File: src/hdl/uidr_pkg.sv
// Constants for the unique-id and calibration ROM register bank.
// Assumes a 16-bit register port addressed by 8-bit word addresses.
package uidr_pkg;

  // Port widths
  localparam int unsigned AW = 8;
  localparam int unsigned DW = 16;

  // Word addresses of the ROM bank
  localparam logic [7:0] ADDR_ID_LO  = 8'h8C;
  localparam logic [7:0] ADDR_ID_MID = 8'h8D;
  localparam logic [7:0] ADDR_ID_TOP = 8'h8E;
  localparam logic [7:0] ADDR_CAL_A  = 8'h8F;
  localparam logic [7:0] ADDR_CAL_RF = 8'h90;
  localparam logic [7:0] ADDR_CAL_B  = 8'h91;
  localparam logic [7:0] ADDR_CAL_C  = 8'h92;
  // Word addresses of the check control and status
  localparam logic [7:0] ADDR_CTRL   = 8'hA0;
  localparam logic [7:0] ADDR_STAT   = 8'hA1;

  // ROM geometry
  localparam int unsigned ROM_WORDS = 7;
  localparam int unsigned ROM_BYTES = 14;
  localparam logic [3:0]  LAST_BYTE = 4'hD;

  // Values after reset
  localparam logic [39:0] RST_SERIAL = 40'h00_0000_0000;
  localparam logic [7:0]  RST_TRIM   = 8'h00;
  localparam logic [15:0] RST_WORD   = 16'h0000;
  localparam logic        RST_CHK_EN = 1'b1;

  // Field positions
  localparam int unsigned ID_FORCE_BIT = 0;
  localparam int unsigned CTRL_EN_BIT  = 0;
  localparam int unsigned CTRL_GO_BIT  = 1;
  localparam int unsigned ST_BUSY_BIT  = 0;
  localparam int unsigned ST_DONE_BIT  = 1;
  localparam int unsigned ST_OK_BIT    = 2;
  localparam int unsigned ST_IDV_BIT   = 3;
  localparam int unsigned ST_CRC_LSB   = 8;
  localparam logic [5:0]  ID_MIN_ONES  = 6'h02;

  // Check code, x^8+x^6+x^3+x^2+1
  localparam logic [7:0] CRC_POLY_KOOP = 8'hA6;
  localparam logic [7:0] CRC_POLY = {CRC_POLY_KOOP[6:0], 1'b1};
  localparam logic [7:0] CRC_INIT = 8'h00;

  // Check sequencer states
  typedef enum logic [1:0] {
    UIDR_IDLE = 2'b00,
    UIDR_RUN  = 2'b01,
    UIDR_CMP  = 2'b10
  } uidr_state_t;

  // Word address to ROM index, valid only inside the bank
  function automatic logic [2:0] uidr_rom_idx(input logic [7:0] a);
    logic [7:0] d;
    d = a - ADDR_ID_LO;
    return d[2:0];
  endfunction : uidr_rom_idx

  // True for any word address of the ROM bank
  function automatic logic uidr_in_bank(input logic [7:0] a);
    return (a >= ADDR_ID_LO) && (a <= ADDR_CAL_C);
  endfunction : uidr_in_bank

endpackage : uidr_pkg

File: src/hdl/uidr_rom.sv
// Fixed ROM image of the serial number and calibration words.
// Assumes contents are set at build time; two independent read ports.
`timescale 1ns/1ps
`default_nettype none
module uidr_rom
  import uidr_pkg::*;
#(
  parameter logic [39:0] UNIQUE_SERIAL   = RST_SERIAL,
  parameter logic [7:0]  TRIM_BYTE_UPPER = RST_TRIM,
  parameter logic [15:0] CAL_WORD_A      = RST_WORD,
  parameter logic [15:0] CAL_REF_TRIM    = RST_WORD,
  parameter logic [15:0] CAL_WORD_B      = RST_WORD,
  parameter logic [15:0] CAL_WORD_C      = RST_WORD
) (
  // Read ports
  input  wire logic [2:0]  idx_a_in,
  input  wire logic [2:0]  idx_b_in,
  output logic      [15:0] word_a_out,
  output logic      [15:0] word_b_out,
  // Whole serial as read back
  output logic      [39:0] serial_out
);

  logic [15:0] image [ROM_WORDS];
  logic [39:0] serial;

  // Lowest serial bit is always one whatever was programmed
  always_comb begin
    serial = UNIQUE_SERIAL;
    serial[ID_FORCE_BIT] = 1'b1;
  end

  // Word layout of the bank
  always_comb begin
    image[0] = serial[15:0];
    image[1] = serial[31:16];
    image[2] = {TRIM_BYTE_UPPER, serial[39:32]};
    image[3] = CAL_WORD_A;
    image[4] = CAL_REF_TRIM;
    image[5] = CAL_WORD_B;
    image[6] = CAL_WORD_C;
  end

  // Out-of-range index reads zero
  assign word_a_out = (idx_a_in < 3'h7) ? image[idx_a_in] : RST_WORD;
  assign word_b_out = (idx_b_in < 3'h7) ? image[idx_b_in] : RST_WORD;
  assign serial_out = serial;

endmodule : uidr_rom
`default_nettype wire

File: src/hdl/uidr_crc8.sv
// Byte-wide CRC-8 engine, MSB first, no final inversion.
// Assumes the caller clears it before the first byte of a pass.
`timescale 1ns/1ps
`default_nettype none
module uidr_crc8
  import uidr_pkg::*;
(
  // Clock, reset, enable
  input  wire logic       ref_clk_in,
  input  wire logic       rst_n_in,
  input  wire logic       ce_in,
  // Byte stream
  input  wire logic       clear_in,
  input  wire logic       valid_in,
  input  wire logic [7:0] byte_in,
  // Running remainder
  output logic      [7:0] crc_out
);

  logic [7:0] crc_r;
  logic [7:0] crc_nxt;

  // Eight shift steps of the divider in one cycle
  function automatic logic [7:0] crc_step(input logic [7:0] c,
                                          input logic [7:0] b);
    logic [7:0] r;
    r = c ^ b;
    for (int i = 0; i < 8; i++) begin
      r = r[7] ? ((r << 1) ^ CRC_POLY) : (r << 1);
    end
    return r;
  endfunction : crc_step

  // Clear beats a byte arriving in the same cycle
  always_comb begin
    crc_nxt = crc_r;
    if (clear_in) begin
      crc_nxt = CRC_INIT;
    end else if (valid_in) begin
      crc_nxt = crc_step(crc_r, byte_in);
    end
  end

  always_ff @(posedge ref_clk_in or negedge rst_n_in) begin
    if (!rst_n_in) begin
      crc_r <= CRC_INIT;
    end else if (ce_in) begin
      crc_r <= crc_nxt;
    end
  end

  assign crc_out = crc_r;

endmodule : uidr_crc8
`default_nettype wire

File: src/hdl/uidr_regs.sv
// Read-only serial number and calibration register bank with ROM check.
// Assumes a same-clock register master with one-cycle strobes, and a
// check code supplied by the neighbouring ROM word on the same clock.
//
// Overview of operation
// - Low serial word readable at 0x8C.
// - Bit 0 of low serial word reads one.
// - Middle serial word readable at 0x8D.
// - 0x8E: serial top byte, trim byte above.
// - Bank is CRC-checked ROM; calibration resets zero.
// - Check code uses polynomial 0xA6.
//
// The address-and-strobe port was decided locally.
`timescale 1ns/1ps
`default_nettype none
module uidr_regs
  import uidr_pkg::*;
#(
  parameter logic [39:0] UNIQUE_SERIAL   = RST_SERIAL,
  parameter logic [7:0]  TRIM_BYTE_UPPER = RST_TRIM,
  parameter logic [15:0] CAL_WORD_A      = RST_WORD,
  parameter logic [15:0] CAL_REF_TRIM    = RST_WORD,
  parameter logic [15:0] CAL_WORD_B      = RST_WORD,
  parameter logic [15:0] CAL_WORD_C      = RST_WORD
) (
  // Clock, reset, enable
  input  wire logic          ref_clk_in,
  input  wire logic          rst_n_in,
  input  wire logic          ce_in,
  // Register port
  input  wire logic [AW-1:0] addr_in,
  input  wire logic [DW-1:0] wdata_in,
  input  wire logic          wr_in,
  input  wire logic          rd_in,
  output logic      [DW-1:0] rdata_out,
  // Expected check code from the ROM
  input  wire logic [7:0]    rom_check_code_in,
  // Check status
  output logic               check_busy_out,
  output logic               check_done_out,
  output logic               check_ok_out,
  output logic               id_valid_out
);

  // Register map, one 16-bit word per address:
  //   0x8C  Serial bits 15..0, bit 0 forced to one
  //   0x8D  Serial bits 31..16
  //   0x8E  Serial bits 39..32 below the trim byte
  //   0x8F  Calibration word a
  //   0x90  Reference trim word
  //   0x91  Calibration word b
  //   0x92  Calibration word c
  //   0xA0  Check control, read and write
  //   0xA1  Check status, read only
  // Every other address reads zero and ignores writes.

  // Check control word:
  //   bit 0  Check enable, one after reset
  //   bit 1  Restart request, write one, reads zero
  // Check status word:
  //   bit 0  Pass in progress
  //   bit 1  The last started pass has finished
  //   bit 2  Last finished pass matched the expected code
  //   bit 3  Serial holds at least two ones
  //   15:8   Running remainder, final once done is set

  // Pass timing with the clock enable high, counted from the
  // edge at which idle takes a pending, enabled pass:
  //   edge 1      Busy rises, remainder cleared
  //   edges 2-15  One byte absorbed per edge, high byte first
  //   edge 15     Also enters the compare cycle
  //   edge 16     Done and ok set, busy falls
  // Done and ok stand until the next pass starts.

  // Hazards and limits:
  //   A restart written during a pass is held, never dropped.
  //   A restart written while disabled waits for the enable.
  //   Clearing the enable does not stop a running pass.
  //   The expected code is only looked at in the compare
  //   cycle, so a code that changes mid-pass is harmless.
  //   The serial-valid bit is advice only; software still
  //   decides whether to trust the serial.
  //   Reads never stall; data stand one cycle after the strobe,
  //   and a low clock enable freezes them with all other state.

  // ROM ports
  logic [15:0] rd_word;
  logic [15:0] chk_word;
  logic [39:0] serial;
  logic [7:0]  crc_val;

  // Check sequencer
  uidr_state_t state_r;
  uidr_state_t state_nxt;
  logic [3:0]  byte_idx_r;
  logic [3:0]  byte_idx_nxt;
  logic        pend_r;
  logic        pend_nxt;
  logic        done_r;
  logic        done_nxt;
  logic        ok_r;
  logic        ok_nxt;
  logic        crc_clear;
  logic        crc_valid;
  logic [7:0]  crc_byte;

  // Control register and decoded writes
  logic        chk_en_r;
  logic        chk_en_nxt;
  logic        wr_ctrl;
  logic        go_req;

  // Serial validity
  logic        idv_r;
  logic        idv_nxt;

  // Read path
  logic [DW-1:0] rdata_r;
  logic [DW-1:0] rdata_nxt;
  logic [DW-1:0] stat_word;

  // Count of ones in the serial
  function automatic logic [5:0] ones40(input logic [39:0] v);
    logic [5:0] n;
    n = 6'h00;
    for (int i = 0; i < 40; i++) begin
      n = n + {5'h00, v[i]};
    end
    return n;
  endfunction : ones40

  // ROM image: port a serves software, port b feeds the check
  uidr_rom #(
    .UNIQUE_SERIAL   (UNIQUE_SERIAL),
    .TRIM_BYTE_UPPER (TRIM_BYTE_UPPER),
    .CAL_WORD_A      (CAL_WORD_A),
    .CAL_REF_TRIM    (CAL_REF_TRIM),
    .CAL_WORD_B      (CAL_WORD_B),
    .CAL_WORD_C      (CAL_WORD_C)
  ) u_rom (
    .idx_a_in   (uidr_rom_idx(addr_in)),
    .idx_b_in   (byte_idx_r[3:1]),
    .word_a_out (rd_word),
    .word_b_out (chk_word),
    .serial_out (serial)
  );

  // Remainder over all fourteen bank bytes
  uidr_crc8 u_crc (
    .ref_clk_in (ref_clk_in),
    .rst_n_in   (rst_n_in),
    .ce_in      (ce_in),
    .clear_in   (crc_clear),
    .valid_in   (crc_valid),
    .byte_in    (crc_byte),
    .crc_out    (crc_val)
  );

  // Write decode; only the control word takes data
  always_comb begin
    wr_ctrl = wr_in && (addr_in == ADDR_CTRL);
    go_req  = wr_ctrl && wdata_in[CTRL_GO_BIT];
  end

  // Control register; bank writes fall through untouched
  always_comb begin
    chk_en_nxt = chk_en_r;
    if (wr_ctrl) begin
      chk_en_nxt = wdata_in[CTRL_EN_BIT];
    end
  end

  always_ff @(posedge ref_clk_in or negedge rst_n_in) begin
    if (!rst_n_in) begin
      chk_en_r <= RST_CHK_EN;
    end else if (ce_in) begin
      chk_en_r <= chk_en_nxt;
    end
  end

  // High byte of each word first, words in address order
  always_comb begin
    crc_byte = byte_idx_r[0] ? chk_word[7:0] : chk_word[15:8];
  end

  // Check sequencer: a pass is pending at reset and after a restart
  // request; a request during a pass is held, so it is never lost.
  always_comb begin
    state_nxt    = state_r;
    byte_idx_nxt = byte_idx_r;
    pend_nxt     = pend_r;
    done_nxt     = done_r;
    ok_nxt       = ok_r;
    crc_clear    = 1'b0;
    crc_valid    = 1'b0;
    case (state_r)
      UIDR_IDLE: begin
        if (pend_r && chk_en_r) begin
          state_nxt    = UIDR_RUN;
          byte_idx_nxt = 4'h0;
          pend_nxt     = 1'b0;
          done_nxt     = 1'b0;
          ok_nxt       = 1'b0;
          crc_clear    = 1'b1;
        end
      end
      UIDR_RUN: begin
        crc_valid = 1'b1;
        if (byte_idx_r == LAST_BYTE) begin
          state_nxt = UIDR_CMP;
        end else begin
          byte_idx_nxt = byte_idx_r + 4'h1;
        end
      end
      UIDR_CMP: begin
        // Remainder of the last byte is in place here
        state_nxt    = UIDR_IDLE;
        byte_idx_nxt = 4'h0;
        done_nxt     = 1'b1;
        ok_nxt       = (crc_val == rom_check_code_in);
      end
      default: begin
        state_nxt    = UIDR_IDLE;
        byte_idx_nxt = 4'h0;
      end
    endcase
    // Restart set wins over the clear on leaving idle
    if (go_req) begin
      pend_nxt = 1'b1;
    end
  end

  always_ff @(posedge ref_clk_in or negedge rst_n_in) begin
    if (!rst_n_in) begin
      state_r    <= UIDR_IDLE;
      byte_idx_r <= 4'h0;
      pend_r     <= 1'b1;
      done_r     <= 1'b0;
      ok_r       <= 1'b0;
    end else if (ce_in) begin
      state_r    <= state_nxt;
      byte_idx_r <= byte_idx_nxt;
      pend_r     <= pend_nxt;
      done_r     <= done_nxt;
      ok_r       <= ok_nxt;
    end
  end

  // Serial validity, offered to software as a status bit
  always_comb begin
    idv_nxt = (ones40(serial) >= ID_MIN_ONES);
  end

  always_ff @(posedge ref_clk_in or negedge rst_n_in) begin
    if (!rst_n_in) begin
      idv_r <= 1'b0;
    end else if (ce_in) begin
      idv_r <= idv_nxt;
    end
  end

  // Status word layout
  always_comb begin
    stat_word = '0;
    stat_word[ST_BUSY_BIT] = (state_r != UIDR_IDLE);
    stat_word[ST_DONE_BIT] = done_r;
    stat_word[ST_OK_BIT]   = ok_r;
    stat_word[ST_IDV_BIT]  = idv_r;
    stat_word[ST_CRC_LSB +: 8] = crc_val;
  end

  // Read mux; data stands only in the cycle after the strobe,
  // unmapped addresses read zero
  always_comb begin
    rdata_nxt = '0;
    if (rd_in) begin
      if (uidr_in_bank(addr_in)) begin
        rdata_nxt = rd_word;
      end else if (addr_in == ADDR_CTRL) begin
        rdata_nxt[CTRL_EN_BIT] = chk_en_r;
      end else if (addr_in == ADDR_STAT) begin
        rdata_nxt = stat_word;
      end
    end
  end

  always_ff @(posedge ref_clk_in or negedge rst_n_in) begin
    if (!rst_n_in) begin
      rdata_r <= '0;
    end else if (ce_in) begin
      rdata_r <= rdata_nxt;
    end
  end

  // Outputs from flip-flops; busy decoded from the state register
  assign rdata_out      = rdata_r;
  assign check_busy_out = (state_r != UIDR_IDLE);
  assign check_done_out = done_r;
  assign check_ok_out   = ok_r;
  assign id_valid_out   = idv_r;

endmodule : uidr_regs
`default_nettype wire

File: config.mk
export PLATFORM = sky130hd
export DESIGN_NAME = uidr_regs
export DESIGN_NICKNAME = d
export VERILOG_FILES = /design/src/hdl/uidr_pkg.sv /design/src/hdl/uidr_rom.sv /design/src/hdl/uidr_crc8.sv /design/src/hdl/uidr_regs.sv
export SDC_FILE = /design/constraint.sdc
export NUM_CORES = 1
export LEC_CHECK = 0
export ABC_CLOCK_PERIOD_IN_PS = 3100
export BUFFER_PORTS_ARGS = -buffer_cell sky130_fd_sc_hd__buf_2
export CELL_PAD_IN_SITES_DETAIL_PLACEMENT = 0
export CELL_PAD_IN_SITES_GLOBAL_PLACEMENT = 1
export CORE_UTILIZATION = 30
export DETAILED_ROUTE_END_ITERATION = 12
export PLACE_DENSITY = 0.63
export SKIP_LAST_GASP = 1
export SYNTH_ARGS = -nofsm -noshare
export SYNTH_HDL_FRONTEND = slang
export SYNTH_HIERARCHICAL = 1
export SYNTH_SLANG_ARGS = --single-unit
export TNS_END_PERCENT = 100
File: constraint.sdc
create_clock -name ref_clk_in -period 3.1 [get_ports ref_clk_in]
set_clock_uncertainty 0.2 [all_clocks]
set_input_delay 0.465 -clock ref_clk_in [delete_from_list [all_inputs] [get_ports ref_clk_in]]
set_output_delay 0.465 -clock ref_clk_in [all_outputs]
set_load 0.02 [all_outputs]
==> out/metrics.csv <==
stage,metric,value,unit
layout,fin util,0.331,
sta,fin. max-slew vios,0,
logic_synthesis,ys async rst share,1.00,
critical_path,CP max FO,13,
power_and_ir_drop,P_leak,2.03,nW
placement,PortBufs,42,
critical_path,Setup Crit Path Kind,flop to flop,
cts,Worst-path clk slew,0.06,ns
critical_path,"Top cell by count, worst path",xnor3_1,
logic_synthesis,synthesized area per cell,10.1,µm²
critical_path,launch point of the worst path,byte_idx_r[0],
placement,Final HPWL DP,4870,µm
cts,clk buf depth,2,
critical_path,worst path cell trace,"mux2_2, xnor2_1, xnor3_1, xnor3_1, a32o_2",
layout,"most common cell after layout, fill and taps aside",conb_1,
global_routing,Congestion Overflow GR,0,
layout,nets,490,
die,Rows,40,
global_routing,first-pass GRT wire length,11000,µm
cts,TritonCTS clock tree,done,
critical_path,crit path DAT,2.54,ns
layout,antenna cells,0,
worst_hold_path,Hold WC Path Type,input pin to asynchronous set/reset pin,
global_routing,M3 GR Usage,0.0166,
critical_path,"CP delay by family, top",XOR/XNOR gates,
critical_path,CP startpoint kind,flop,
route,Routed Antenna Nets,0,
global_routing,antenna violations before repair,0,
logic_synthesis,number of flops mapped to enable cells by yosys,0,
critical_path,Worst Path Buf+Inv,0,
cts,post-CTS sizing,0,
die,Die Width,113,µm
sta,TNS Setup,0,ns
global_routing,vias in the first global route,2333,
sta,Tightest Pin Transition,0.802,ns
sta,f_max,388,MHz
route,detailed-route via count,2236,
cts,Num CTS Buffers,5,
sta,Final Critical Period,2.58,ns
die,DIE HEIGHT,113,µm
critical_path,Max stage delay on crit path,0.53,ns
sta,Slew HR,0.465,
critical_path,crit path max-delay cell type,dfrtp_1,
run,max-cap viol count,0,
route,DRC violation count after routing,0,
cts,H-tree lvl count,2,
placement,GP Congestion,0.772,
sta,# setup viols final,0,
die,Core Region,12000,µm²
route,final WL,6000,µm
layout,share of layout cells above drive strength 1,0.215,
layout,area growth from synthesis to layout,7.19,%
critical_path,worst r2r src,byte_idx_r[0],
cts,hold buffers post-CTS,0,
layout,"commonest non-fill, non-tap cells in the layout","conb_1 (70), inv_1 (65), buf_2 (42)",
critical_path,Worst EP required,3.07,ns
global_routing,largest net degree at the start of global routing,36,
sta,Fin. Hold Viols,0,
global_routing,met2 usage,0.178,
cts,CTS root buffer,clkbuf_16,
global_routing,global route hottest layer,met2,
die,Die ar.,12800,µm²
logic_synthesis,main flop type after synthesis,dfrtp_1,
cts,clock latency on the worst-skew pair,0.28,ns
global_routing,GRT Resource Usage Total,0.107,
run_status,status,"complete, no violations",
route,initial drt markers,91,
die,Starting Density,0.308,
cts,clk sinks,35,
logic_synthesis,register area share after synthesis,0.237,
route,vias per cell,4.01,
sta,Final Cycle Share,0.832,
sta,setup ws final,0.521,ns
critical_path,Worst setup EP type,flop,
logic_synthesis,post-synth cell types,46,
logic_synthesis,Synth Instances,367,
power_and_ir_drop,Power Dens Cells,1110,nW/µm²
logic_synthesis,"Cell Area, Synth",3700,µm²
logic_synthesis,Ys Warns,6,
route,Detailed Routing Iterations Pass 1,5,
sta,unrepaired setup endpoints after global routing,no,
global_routing,grt met1 use,0.144,
logic_synthesis,Yosys reg bits,35,
route,post-DR wirelength/cell,10.8,µm
die,# IOs,57,
power_and_ir_drop,peak supply drop,0.602,mV
placement,Place WS,0.519,ns
cts,Post-CTS Repair Setup Buffers,0,
[layer usage]
metal,wire length [µm],up-vias
met3,183,2
met1,2970,1070
li1,-,1133
met2,2800,31
met5,0,-
met4,42,0
[layout make-up]
class	instances	area (µm²)
repair buffers	43	218
well taps	147	184
multi-input cells	259	2280
fillers	1270	8040
clock buffers	5	125
clock inverters	3	43.8
flip-flops and latches	35	878
inverters	65	244
[power by group]
group	internal, mW	leakage, nW	switching [mW]
sequential	0.541	0.458	0.137
combinational	1.84	1.49	1.33
clock	0.379	0.0838	0.192
[cell usage after synthesis, drive strengths merged (3+ instances only)]
| cell type | number | area (µm²) |
|---|---|---|
| buf | 74 | 552 |
| inv | 65 | 244 |
| dfrtp | 33 | 826 |
| fa | 31 | 621 |
| xnor2 | 16 | 148 |
| nand2 | 15 | 56.3 |
| o21ai | 15 | 75.1 |
| ha | 13 | 163 |
| nor2b | 12 | 75.1 |
| a221o | 11 | 124 |
| mux2 | 9 | 101 |
| xnor3 | 9 | 220 |
| nand3 | 7 | 35.0 |
| xor2 | 7 | 68.8 |
| a21oi | 6 | 41.3 |
| nor2 | 6 | 22.5 |
| a22o | 5 | 43.8 |
| nor3 | 4 | 30.0 |
| nand4 | 3 | 18.8 |
| nand4b | 3 | 26.3 |
[cells by family (layout without fill, tap and decap cells)]
group	after synthesis	in the layout	share of synthesized area
muxes	10	10	0.0301
adders and majority gates	44	44	0.211
buffers and inverters	141	116	0.217
other	2	70	0.00203
xor gates and xnor gates	32	32	0.118
AOI/OAI and AO/OA	47	47	0.0996
and+or+nand+nor	56	56	0.0851
DFF	35	35	0.237
[final timing paths]
check | depth (start not counted) | end | slack, ns
max | 5 | u_crc/crc_out[3] | 0.52
max in group asynchronous | 1 | byte_idx_r[0] | 2.12
min in group ref_clk_in | 2 | pend_r | 0.22
min | 1 | rdata_out[10] | 0.08
max reg2reg | 5 | u_crc/crc_out[3] | 0.52
min reg2reg | 1 | rdata_out[4] | 0.30
[state kept, by name (all words and copies together), names as in the netlist]
register	cells
byte_idx_r	4
check_done_out	1
check_ok_out	1
chk_en_r	1
id_valid_out	1
pend_r	1
rdata_out	16
state_r	2
u_crc/crc_out	8
[through the flow]
step	total power [mW]	instances	hold slack (ns)	instance area [µm²]
2_1_floorplan	3.40	435	-0.0306	3960
3_3_place_gp	3.58	549	0.290	3800
3_5_place_dp	3.60	549	0.295	3800
4_1_cts	4.19	557	0.123	3970
5_1_grt	4.99	557	0.156	3970
6_report	4.42	557	0.0781	3970
Power figures use the tool's default switching activity.
